[config.mk]
export PLATFORM = sky130hd
export DESIGN_NAME = rgc_regulator_ctrl
export DESIGN_NICKNAME = d
export VERILOG_FILES = /design/src/pkg/rgc_pkg.sv /design/src/design/rgc_regulator_ctrl.sv
export SDC_FILE = /design/constraint.sdc
export NUM_CORES = 1
export LEC_CHECK = 0
export BUFFER_PORTS_ARGS = -buffer_cell sky130_fd_sc_hd__buf_2
export CAP_MARGIN = 20
export CELL_PAD_IN_SITES_DETAIL_PLACEMENT = 0
export CELL_PAD_IN_SITES_GLOBAL_PLACEMENT = 1
export CORE_MARGIN = 3
export CORE_UTILIZATION = 38
export CTS_BUF_LIST = sky130_fd_sc_hd__clkbuf_8
export DETAILED_ROUTE_END_ITERATION = 6
export PLACE_DENSITY_LB_ADDON = 0.12
export SYNTH_ARGS = -nofsm -noshare
export SYNTH_HDL_FRONTEND = slang
export SYNTH_SLANG_ARGS = --single-unit
[constraint.sdc]
create_clock -name i_clk -period 3.7 [get_ports i_clk]
set_input_delay 0.74 -clock i_clk [delete_from_list [all_inputs] [get_ports i_clk]]
set_output_delay 0.74 -clock i_clk [all_outputs]
set_load 0.03 [all_outputs]
[src/pkg/rgc_pkg.sv]
`default_nettype none
package rgc_pkg;
   // ****************************************
   // Clock and timing
   // ****************************************
   localparam int RGC_CLK_NS = 10;
   localparam int RGC_INT_UNIT_NS = 1000;
   localparam int RGC_INT_UNIT_CYC = (RGC_INT_UNIT_NS > RGC_CLK_NS) ?
      RGC_INT_UNIT_NS / RGC_CLK_NS : 1;
   localparam int RGC_INT_CNT_W = 11;

   // ****************************************
   // Register offsets
   // ****************************************
   localparam logic [7:0] RGC_CTRL_OFS = 8'h00;
   localparam logic [7:0] RGC_DIAG_OFS = 8'h04;
   localparam logic [7:0] RGC_HWCFG_OFS = 8'h08;
   localparam logic [7:0] RGC_INTCFG_OFS = 8'h0C;
   localparam logic [7:0] RGC_STAT_OFS = 8'h10;

   // ****************************************
   // Field positions and reset values
   // ****************************************
   localparam int RGC_CTRL_CORE = 0;
   localparam int RGC_CTRL_ANA = 1;
   localparam int RGC_CTRL_AUX = 2;
   localparam int RGC_CTRL_TRACK = 3;
   localparam int RGC_CTRL_PNP = 4;
   localparam logic [4:0] RGC_CTRL_RST = 5'h07;
   localparam int RGC_ICFG_LEN_MSB = 3;
   localparam int RGC_ICFG_LOCK = 4;
   localparam int RGC_ICFG_EN = 5;
   localparam logic [5:0] RGC_ICFG_RST = 6'h23;
   localparam logic [5:0] RGC_DIAG_RST = 6'h00;
   localparam logic [1:0] RGC_RESP_OK = 2'h0;
   localparam logic [1:0] RGC_RESP_ERR = 2'h2;

   // ****************************************
   // Strap resistor range codes
   // ****************************************
   localparam logic [2:0] RGC_SEL_OPEN = 3'h0;
   localparam logic [2:0] RGC_SEL_33_33 = 3'h1;
   localparam logic [2:0] RGC_SEL_50_50 = 3'h2;
   localparam logic [2:0] RGC_SEL_33_50 = 3'h3;
   localparam logic [2:0] RGC_SEL_50_33 = 3'h4;

   // ****************************************
   // Types
   // ****************************************
   typedef struct packed {
      logic bat_low;
      logic aux_oc;
      logic aux_ov;
      logic ana_oc;
      logic ana_ov;
      logic core_ov;
   } rgc_fault_type;

   typedef struct packed {
      logic sel_open;
      logic buckboost;
      logic dfs;
      logic aux_5v;
      logic ana_5v;
   } rgc_hwcfg_type;

   typedef enum logic [1:0] {
      RGC_INT_IDLE = 2'h0,
      RGC_INT_LOW = 2'h1,
      RGC_INT_GAP = 2'h3
   } rgc_int_state_type;
endpackage
`default_nettype wire

[src/design/rgc_regulator_ctrl.sv]
// Our own choices: the AXI4-Lite slave port and the register addresses.
`timescale 1ns/10ps
`default_nettype none
module rgc_regulator_ctrl
   import rgc_pkg::*;
(
   input wire logic i_clk,
   input wire logic i_rst_n,
   input wire logic [7:0] i_awaddr,
   input wire logic i_awvalid,
   output logic o_awready,
   input wire logic [31:0] i_wdata,
   input wire logic [3:0] i_wstrb,
   input wire logic i_wvalid,
   output logic o_wready,
   output logic [1:0] o_bresp,
   output logic o_bvalid,
   input wire logic i_bready,
   input wire logic [7:0] i_araddr,
   input wire logic i_arvalid,
   output logic o_arready,
   output logic [31:0] o_rdata,
   output logic [1:0] o_rresp,
   output logic o_rvalid,
   input wire logic i_rready,
   input wire rgc_fault_type i_fault,
   input wire logic [2:0] i_sel_code,
   input wire logic i_sel_to_gnd,
   input wire logic i_low_side_gate_pin_conn,
   input wire logic i_low_power_off_mode_wake,
   output logic o_pre_en,
   output logic o_core_en,
   output logic o_ana_en,
   output logic o_aux_en,
   output logic o_aux_track,
   output rgc_hwcfg_type o_hwcfg,
   output logic o_dfs_fs,
   output logic o_bat_warn,
   output logic o_int_n
);

   // ****************************************
   // Functions
   // ****************************************
   function automatic logic [31:0] rgc_merge(input logic [31:0] old_d,
                                             input logic [31:0] new_d,
                                             input logic [3:0] strb);
      logic [31:0] mask;
      mask = {{8{strb[3]}}, {8{strb[2]}}, {8{strb[1]}}, {8{strb[0]}}};
      return (old_d & ~mask) | (new_d & mask);
   endfunction
   function automatic logic rgc_mapped(input logic [7:0] addr);
      return (addr == RGC_CTRL_OFS) || (addr == RGC_DIAG_OFS) ||
             (addr == RGC_HWCFG_OFS) || (addr == RGC_INTCFG_OFS) ||
             (addr == RGC_STAT_OFS);
   endfunction

   // Returns {open, aux 5 V, analog-ref 5 V}
   function automatic logic [2:0] rgc_decode(input logic [2:0] code);
      unique case (code)
         RGC_SEL_33_33: return 3'h0;
         RGC_SEL_50_50: return 3'h3;
         RGC_SEL_33_50: return 3'h2;
         RGC_SEL_50_33: return 3'h1;
         default: return 3'h4;
      endcase
   endfunction

   // ****************************************
   // Register bus slave
   // ****************************************
   logic awready_reg, wready_reg, aw_full_reg, w_full_reg;
   logic bvalid_reg, arready_reg, rvalid_reg;
   logic do_write, wr_ctrl, wr_diag, wr_icfg;
   logic [7:0] aw_addr_reg;
   logic [31:0] w_data_reg, rdata_reg, rdata_next;
   logic [3:0] w_strb_reg;
   logic [1:0] bresp_reg, rresp_reg;
   assign do_write = aw_full_reg && w_full_reg && !bvalid_reg;
   assign wr_ctrl = do_write && (aw_addr_reg == RGC_CTRL_OFS);
   assign wr_diag = do_write && (aw_addr_reg == RGC_DIAG_OFS);
   assign wr_icfg = do_write && (aw_addr_reg == RGC_INTCFG_OFS);

   always_ff @(posedge i_clk) begin
      if (!i_rst_n) begin
         awready_reg <= 1'b1;
         aw_full_reg <= 1'b0;
         aw_addr_reg <= 8'h00;
      end else if (i_awvalid && awready_reg) begin
         awready_reg <= 1'b0;
         aw_full_reg <= 1'b1;
         aw_addr_reg <= i_awaddr;
      end else if (do_write) begin
         aw_full_reg <= 1'b0;
      end else if (bvalid_reg && i_bready) begin
         awready_reg <= 1'b1;
      end
   end

   always_ff @(posedge i_clk) begin
      if (!i_rst_n) begin
         wready_reg <= 1'b1;
         w_full_reg <= 1'b0;
         w_data_reg <= 32'h0;
         w_strb_reg <= 4'h0;
      end else if (i_wvalid && wready_reg) begin
         wready_reg <= 1'b0;
         w_full_reg <= 1'b1;
         w_data_reg <= i_wdata;
         w_strb_reg <= i_wstrb;
      end else if (do_write) begin
         w_full_reg <= 1'b0;
      end else if (bvalid_reg && i_bready) begin
         wready_reg <= 1'b1;
      end
   end

   always_ff @(posedge i_clk) begin
      if (!i_rst_n) begin
         bvalid_reg <= 1'b0;
         bresp_reg <= RGC_RESP_OK;
      end else if (do_write) begin
         bvalid_reg <= 1'b1;
         bresp_reg <= rgc_mapped(aw_addr_reg) ? RGC_RESP_OK : RGC_RESP_ERR;
      end else if (i_bready) begin
         bvalid_reg <= 1'b0;
      end
   end

   always_ff @(posedge i_clk) begin
      if (!i_rst_n) begin
         arready_reg <= 1'b1;
         rvalid_reg <= 1'b0;
         rdata_reg <= 32'h0;
         rresp_reg <= RGC_RESP_OK;
      end else if (i_arvalid && arready_reg) begin
         arready_reg <= 1'b0;
         rvalid_reg <= 1'b1;
         rdata_reg <= rdata_next;
         rresp_reg <= rgc_mapped(i_araddr) ? RGC_RESP_OK : RGC_RESP_ERR;
      end else if (rvalid_reg && i_rready) begin
         rvalid_reg <= 1'b0;
         arready_reg <= 1'b1;
      end
   end

   // ****************************************
   // Supply enables and control
   // ****************************************
   logic [4:0] ctrl_reg;
   logic [31:0] ctrl_wr;
   logic pre_en_reg;
   assign ctrl_wr = rgc_merge({27'h0, ctrl_reg}, w_data_reg, w_strb_reg);

   always_ff @(posedge i_clk) begin
      pre_en_reg <= i_rst_n;
   end

   // Fault shutdown is assigned last so it beats a same-cycle enable
   always_ff @(posedge i_clk) begin
      if (!i_rst_n) begin
         ctrl_reg <= RGC_CTRL_RST;
      end else begin
         if (wr_ctrl) begin
            ctrl_reg <= ctrl_wr[4:0];
         end
         if (i_fault.core_ov) begin
            ctrl_reg[RGC_CTRL_CORE] <= 1'b0;
         end
         if (i_fault.ana_ov || (i_fault.ana_oc && ctrl_reg[RGC_CTRL_PNP])) begin
            ctrl_reg[RGC_CTRL_ANA] <= 1'b0;
         end
         if (i_fault.aux_ov || i_fault.aux_oc) begin
            ctrl_reg[RGC_CTRL_AUX] <= 1'b0;
         end
      end
   end

   // ****************************************
   // Diagnostics and battery warning
   // ****************************************
   logic [5:0] diag_reg, diag_clr;
   logic [31:0] diag_wr;
   logic bat_warn_reg, new_evt;
   assign diag_wr = rgc_merge(32'h0, w_data_reg, w_strb_reg);
   assign diag_clr = wr_diag ? diag_wr[5:0] : 6'h00;
   assign new_evt = |(i_fault & ~diag_reg);

   // Write one clears; a fault in the same cycle wins
   always_ff @(posedge i_clk) begin
      if (!i_rst_n) begin
         diag_reg <= RGC_DIAG_RST;
      end else begin
         diag_reg <= (diag_reg & ~diag_clr) | i_fault;
      end
   end

   always_ff @(posedge i_clk) begin
      bat_warn_reg <= i_rst_n && i_fault.bat_low;
   end

   // ****************************************
   // Hardware configuration latch
   // ****************************************
   logic cfg_pend_reg, cfg_take, dfs_fs_reg;
   logic [2:0] sel_dec;
   rgc_hwcfg_type hwcfg_reg;
   assign cfg_take = cfg_pend_reg || i_low_power_off_mode_wake;
   assign sel_dec = rgc_decode(i_sel_code);

   always_ff @(posedge i_clk) begin
      cfg_pend_reg <= !i_rst_n;
   end

   always_ff @(posedge i_clk) begin
      if (!i_rst_n) begin
         hwcfg_reg <= '0;
      end else if (cfg_take) begin
         hwcfg_reg.sel_open <= sel_dec[2];
         hwcfg_reg.aux_5v <= sel_dec[1];
         hwcfg_reg.ana_5v <= sel_dec[0];
         hwcfg_reg.dfs <= i_sel_to_gnd;
         hwcfg_reg.buckboost <= i_low_side_gate_pin_conn;
      end
   end

   // Separate fail-safe copy so one upset cannot flip both
   always_ff @(posedge i_clk) begin
      if (!i_rst_n) begin
         dfs_fs_reg <= 1'b0;
      end else if (cfg_take) begin
         dfs_fs_reg <= i_sel_to_gnd;
      end
   end

   // ****************************************
   // Interrupt pulse
   // ****************************************
   logic [5:0] icfg_reg;
   logic [31:0] icfg_wr;
   rgc_int_state_type int_state_reg;
   logic [RGC_INT_CNT_W-1:0] int_cnt_reg, int_len;
   logic int_pend_reg, int_n_reg;
   assign icfg_wr = rgc_merge({26'h0, icfg_reg}, w_data_reg, w_strb_reg);
   assign int_len = RGC_INT_CNT_W'((int'(icfg_reg[RGC_ICFG_LEN_MSB:0]) + 1) *
                                   RGC_INT_UNIT_CYC);

   // Settings freeze once lock is set, until reset
   always_ff @(posedge i_clk) begin
      if (!i_rst_n) begin
         icfg_reg <= RGC_ICFG_RST;
      end else if (wr_icfg && !icfg_reg[RGC_ICFG_LOCK]) begin
         icfg_reg <= icfg_wr[5:0];
      end
   end

   always_ff @(posedge i_clk) begin
      if (!i_rst_n) begin
         int_pend_reg <= 1'b0;
      end else if (int_state_reg == RGC_INT_IDLE) begin
         int_pend_reg <= 1'b0;
      end else if (new_evt && icfg_reg[RGC_ICFG_EN]) begin
         int_pend_reg <= 1'b1;
      end
   end

   always_ff @(posedge i_clk) begin
      if (!i_rst_n) begin
         int_state_reg <= RGC_INT_IDLE;
         int_cnt_reg <= '0;
         int_n_reg <= 1'b1;
      end else begin
         unique case (int_state_reg)
            RGC_INT_IDLE: begin
               if ((new_evt && icfg_reg[RGC_ICFG_EN]) || int_pend_reg) begin
                  int_state_reg <= RGC_INT_LOW;
                  int_cnt_reg <= int_len;
                  int_n_reg <= 1'b0;
               end
            end
            RGC_INT_LOW: begin
               if (int_cnt_reg == RGC_INT_CNT_W'(1)) begin
                  int_state_reg <= RGC_INT_GAP;
                  int_n_reg <= 1'b1;
               end
               int_cnt_reg <= int_cnt_reg - RGC_INT_CNT_W'(1);
            end
            RGC_INT_GAP: begin
               int_state_reg <= RGC_INT_IDLE;
            end
         endcase
      end
   end

   // ****************************************
   // Read mux and outputs
   // ****************************************
   always_comb begin
      rdata_next = 32'h0;
      unique case (i_araddr)
         RGC_CTRL_OFS: rdata_next = {27'h0, ctrl_reg};
         RGC_DIAG_OFS: rdata_next = {26'h0, diag_reg};
         RGC_HWCFG_OFS: rdata_next = {27'h0, hwcfg_reg};
         RGC_INTCFG_OFS: rdata_next = {26'h0, icfg_reg};
         RGC_STAT_OFS: rdata_next = {25'h0, int_n_reg, i_fault};
         default: rdata_next = 32'h0;
      endcase
   end
   assign {o_awready, o_wready, o_arready} = {awready_reg, wready_reg, arready_reg};
   assign {o_bvalid, o_bresp} = {bvalid_reg, bresp_reg};
   assign {o_rvalid, o_rresp, o_rdata} = {rvalid_reg, rresp_reg, rdata_reg};
   assign o_pre_en = pre_en_reg;
   assign o_core_en = ctrl_reg[RGC_CTRL_CORE];
   assign o_ana_en = ctrl_reg[RGC_CTRL_ANA];
   assign o_aux_en = ctrl_reg[RGC_CTRL_AUX];
   assign o_aux_track = ctrl_reg[RGC_CTRL_TRACK];
   assign o_hwcfg = hwcfg_reg;
   assign {o_dfs_fs, o_bat_warn, o_int_n} = {dfs_fs_reg, bat_warn_reg, int_n_reg};
endmodule
`default_nettype wire

==> results of run 1 <==
[power breakdown]
group          internal [uW]  switching (uW)
sequential               812            43.0
clock                    264             318
combinational            105             211
[through the flow]
step,cell area (um^2),power [uW],hold WS [ns],util,cells
floorplan,3840,1120,0.436,-,469
global placement,4050,1180,0.437,0.430,622
detailed placement,4050,1190,0.443,0.430,622
CTS,4230,1770,0.456,0.450,638
global route,4230,1850,0.460,0.450,638
finish,4230,1750,0.455,0.450,638
[metal layers]
metal / GRT usage / vias to the layer above / wire length (um)
met4: 0.0506 / 0 / 169
met1: 0.221 / 1498 / 4280
met5: 0 / - / 0
met3: 0.0386 / 16 / 320
li1: - / 1632 / -
met2: 0.281 / 72 / 4470
[layout by cell type (no fill, tap or decap), types with 13 or more instances in the layout]
| cell | count |
|---|---|
| nand2_1 | 54 |
| ha_1 | 15 |
| o21ai_0 | 31 |
| dfxtp_1 | 71 |
| a31oi_1 | 13 |
| a21oi_1 | 43 |
| nor2_1 | 28 |
| buf_2 | 68 |
| inv_1 | 22 |
| conb_1 | 27 |
[kinds of logic after synthesis]
kind of cell,Yosys count,share of synthesized area
simple gates,134,0.187
other cells,1,0.00100
fa+ha+maj,16,0.0554
mux,14,0.0381
buf+inv,68,0.104
xor+xnor,12,0.0281
compound gates,127,0.208
flops,71,0.379
[worst max path at each step]
stage | depth (start not counted) | slack (ns) | to
floorplan | 11 | 1.09 | int_cnt_reg[10]
global placement | 10 | 0.77 | int_cnt_reg[10]
detailed placement | 10 | 0.68 | int_cnt_reg[10]
CTS | 10 | 0.66 | int_cnt_reg[10]
global route | 10 | 0.48 | int_cnt_reg[10]
finish | 10 | 0.70 | int_cnt_reg[10]
[worst max-delay path: stages, from the launching register on]
cell,delay [ns]
dfxtp_1,0.53
ha_1,0.25
xor2_1,0.38
ha_1,0.32
ha_1,0.20
ha_1,0.28
ha_1,0.32
a31oi_1,0.20
xnor2_1,0.14
nand2_1,0.08
a221oi_2,0.21
[layout make-up]
cell class	count	area, um^2
fillers	976	5180
multi-input cells	330	2030
flip-flops and latches	71	1420
repair buffers	69	348
well taps	129	161
clock buffers	10	138
inverters	23	86.3
clock inverters	6	43.8
==> impl_metrics.env, run 1 <==
export IMPL_setup_violations_final=0
export IMPL_fin_nets=591
export IMPL_yosysTopAreaCell="dfxtp_1"
export IMPL_grt_max_degree=45
export IMPL_postCtsSetupBuffers=0
export IMPL_synth_top_area_share=0.379
export IMPL_synth_edf_count=0
export IMPL_hold_end="o_rdata[5]"
export IMPL_rsz0062_at_grt="no"
export IMPL_numCtsBuffers=9
export IMPL_worstMarginPinSlew_ns=0.981
export IMPL_endpoint_kind="flip-flop"
export IMPL_cp_max_fo=8
export IMPL_maxSlewViolCount=0
export IMPL_hp_start="o_rdata[5]"
export IMPL_grt_pass1_wl_um=15300
export IMPL_insertion_delay_ns=0.35
export IMPL_firstDrtPassIters=4
export IMPL_globalplace_congestion=0.803
export IMPL_async_flop_share=0
export IMPL_dp_hpwl_um=6770
export IMPL_vdd_drop_max_mv=0.202
export IMPL_slew_headroom=0.339
export IMPL_cts_max_level=3
export IMPL_synth_top_cells_by_count="71 x dfxtp_1, 54 x nand2_1, 43 x a21oi_1"
export IMPL_antenna_found_initial=0
export IMPL_critical_path_class="flip-flop to flip-flop"
export IMPL_fmax_mhz=334
export IMPL_vias=3218
export IMPL_finClkSkew_ns=0.0132
export IMPL_yosys_warnings=0
export IMPL_period_share=0.810
export IMPL_vias_per_cell=5.04
export IMPL_synth_seq_area_share=0.379
export IMPL_io_pins=125
export IMPL_outcome="finished, final reports clean"
export IMPL_grt_pass1_vias=2986
export IMPL_wl_per_cell_um=14.5
export IMPL_setup_slack_ns=0.704
export IMPL_r2r_slack_ns=0.70
export IMPL_drc=0
export IMPL_dr_first_iter_drc_count=99
export IMPL_synth_cells=443
export IMPL_synth_area_leaders="dfxtp_1 38%, a21oi_1 5.7%, buf_4 5.6%"
export IMPL_grt_ovfl_total=0
export IMPL_area_growth_pct=13.0
export IMPL_cp_arrival_ns=3.26
export IMPL_core_area_mm2=0.00942
export IMPL_routed_wl_um=9240
export IMPL_start_util=0.398
export IMPL_r2r_end="int_cnt_reg[10]"
export IMPL_diodes=0
export IMPL_cts_root_buf="clkbuf_8"
export IMPL_die_h_um=105
export IMPL_maxCapViolations=0
export IMPL_netlist_area_mm2=0.00375
export IMPL_hold_class="flip-flop to flip-flop"
export IMPL_required_ns=3.96
export IMPL_port_buffers=68
export IMPL_std_cell_rows=35
export IMPL_dieArea_mm2=0.0111
export IMPL_preCtsSetupSlack_ns=0.682
export IMPL_cts_clk_slew_worst_paths_ns=0.08
export IMPL_report_final_hold_viol_count=0
export IMPL_pwr_density_cell_mw_per_mm2=414
export IMPL_ant_nets=0
export IMPL_grt_usage=0.170
export IMPL_setup_tns_ns=0
export IMPL_hold_buffers=0
export IMPL_clockBufferDepth=2
export IMPL_cts_tree="done"
export IMPL_power_static_leakage_uw=0.00190
export IMPL_cts_resized=0
export IMPL_worstRegToRegCells=10
export IMPL_min_period_ns=3.00
export IMPL_synth_most_common_cell="dfxtp_1"
export IMPL_synth_cell_types=61
export IMPL_start_kind="flip-flop"
export IMPL_synth_main_ff_cell="dfxtp_1"
export IMPL_clock_sinks=71
export IMPL_whs_path_depth=2
export IMPL_drive_gt1_frac=0.202
export IMPL_ys_seq_elements=71
export IMPL_dieWidth_um=105
export IMPL_syn_avg_cell_area_um2=8.46
No activity file was read; power rests on OpenSTA's default activity.
==> run 2, diff against run 1 <==
Settings changed: CORE_UTILIZATION 38 to 34.
Clock period 3.7 ns to 2.5 ns, I/O delays scaled along.
==> impl_metrics.env, run 2 (synthesis results as in run 1) <==
export IMPL_diodes=0
export IMPL_std_cell_rows=37
export IMPL_start_kind="flip-flop"
export IMPL_wl_per_cell_um=14.3
export IMPL_cts_max_level=3
export IMPL_clock_sinks=71
export IMPL_vdd_drop_max_mv=0.263
export IMPL_routed_wl_um=9460
export IMPL_final_common_cell="dfxtp_1"
export IMPL_power_static_leakage_uw=0.00198
export IMPL_maxSlewViolCount=0
export IMPL_grt_usage=0.154
export IMPL_min_period_ns=2.47
export IMPL_cts_root_buf="clkbuf_8"
export IMPL_drive_gt1_frac=0.263
export IMPL_dieArea_mm2=0.0123
export IMPL_port_buffers=68
export IMPL_firstDrtPassIters=5
export IMPL_cp_max_fo=4
export IMPL_fin_area_mm2=0.00451
export IMPL_critical_path_class="flip-flop to flip-flop"
export IMPL_path_cells="buf_6 -> ha_4 -> xor2_2 -> ha_1 -> ha_2 -> inv_2 -> fa_2 -> inv_2 -> a31oi_4 -> xnor2_1 -> nand2_1 -> a221oi_2"
export IMPL_die_h_um=111
export IMPL_fin_nets=606
export IMPL_numCtsBuffers=9
export IMPL_drc=0
export IMPL_critPathMostFrequentCell="inv_2"
export IMPL_grt_pass1_wl_um=15600
export IMPL_ant_nets=0
export IMPL_core_area_mm2=0.0105
export IMPL_place_area_mm2=0.00419
export IMPL_cp_arrival_ns=2.74
export IMPL_period_share=0.989
export IMPL_insertion_delay_ns=0.34
export IMPL_dr_first_iter_drc_count=164
export IMPL_vias_per_cell=4.92
export IMPL_maxCapViolations=0
export IMPL_fmax_mhz=404
export IMPL_start_util=0.356
export IMPL_cts_clk_slew_worst_paths_ns=0.08
export IMPL_setup_violations_final=0
export IMPL_globalplace_congestion=0.788
export IMPL_cp_slowest_stage_delay_ns=0.40
export IMPL_grt_ovfl_total=0
export IMPL_endpoint_kind="flip-flop"
export IMPL_final_core_util=0.429
export IMPL_dieWidth_um=111
export IMPL_vias=3247
export IMPL_cp_slowest_cell="fa_2"
export IMPL_finClkSkew_ns=0.0105
export IMPL_final_cell_mix="69 x dfxtp_1, 68 x buf_2, 54 x nand2_1, 43 x a21oi_1, 31 x o21ai_0"
export IMPL_antenna_found_initial=0
export IMPL_clockBufferDepth=2
export IMPL_area_growth_pct=20.5
export IMPL_outcome="finished, final reports clean"
export IMPL_worstMarginPinSlew_ns=0.667
export IMPL_setup_tns_ns=0
export IMPL_hold_buffers=0
export IMPL_required_ns=2.76
export IMPL_hold_class="input pin to flip-flop"
export IMPL_rsz0062_at_grt="yes"
export IMPL_dp_hpwl_um=7060
export IMPL_io_pins=125
export IMPL_slew_headroom=0.555
export IMPL_cts_tree="done"
export IMPL_grt_max_degree=38
export IMPL_grt_pass1_vias=3138
export IMPL_pwr_density_cell_mw_per_mm2=589
export IMPL_report_final_hold_viol_count=0
run 2: cell types whose count changed in the layout (fill, tap and decap cells not counted), sizes merged:
cell,before,now
buf,69,84
bufinv,0,1
clkbuf,10,9
clkinv,5,4
inv,23,24
run 2: worst max-delay path: cells and delay by family (launching register included):
family / cells / cell delay [ns]
DFF: 1 / 0.36
adders and majority gates: 4 / 1.11
xor gates and xnor gates: 2 / 0.29
AOI/OAI and AO/OA: 2 / 0.30
buffers and inverters: 3 / 0.25
and+or+nand+nor: 1 / 0.08
run 2: worst paths after layout:
kind / from / end / slack, ns / cells past startpoint
max: flip-flop / int_cnt_reg[10] / 0.03 / 12
min: i_awaddr[6] / aw_addr_reg[6] / 0.38 / 3
max reg2reg: flip-flop / int_cnt_reg[10] / 0.03 / 12
min reg2reg: o_rdata[5] / o_rdata[5] / 0.46 / 2
run 2: area by class of cell:
type                    count  area, um^2
clock buffers               9         124
inverters                  23        86.3
clock inverters             7        72.6
fillers                  1098        6000
well taps                 136         170
flip-flops and latches     71        1430
multi-input cells         330        2170
repair buffers             84         464
run 2: repair_timing:
item	4_1_cts	5_1_grt
setup endpoints to repair	3	4
resized for setup	6	17
pin swaps	0	14
buffers inserted	0	1
run 2: stage by stage:
step                setup slack (ns)  hold slack, ns  std cells  power (uW)
floorplan                     0.0379           0.436        469        1660
global placement             -0.0215           0.437        643        1760
detailed placement           -0.0338           0.445        643        1760
CTS                          0.00525           0.361        659        2700
global route                  -0.115           0.363        660        2800
finish                        0.0263           0.382        660        2660
run 2: where the power goes:
part | internal [uW] | total [uW] | switching, uW | leakage (uW)
combinational | 159 | 471 | 312 | 0.00129
clock | 463 | 925 | 463 | 0.000101
sequential | 1200 | 1260 | 64.4 | 0.000585
total | 1820 | 2660 | 839 | 0.00198
run 2: per-layer routing:
layer | vias up | track usage | wire [um]
li1 | 1656 | - | -
met1 | 1516 | 0.192 | 4200
met2 | 68 | 0.269 | 4780
met3 | 7 | 0.0306 | 391
met4 | 0 | 0.0394 | 84
met5 | - | 0 | 0
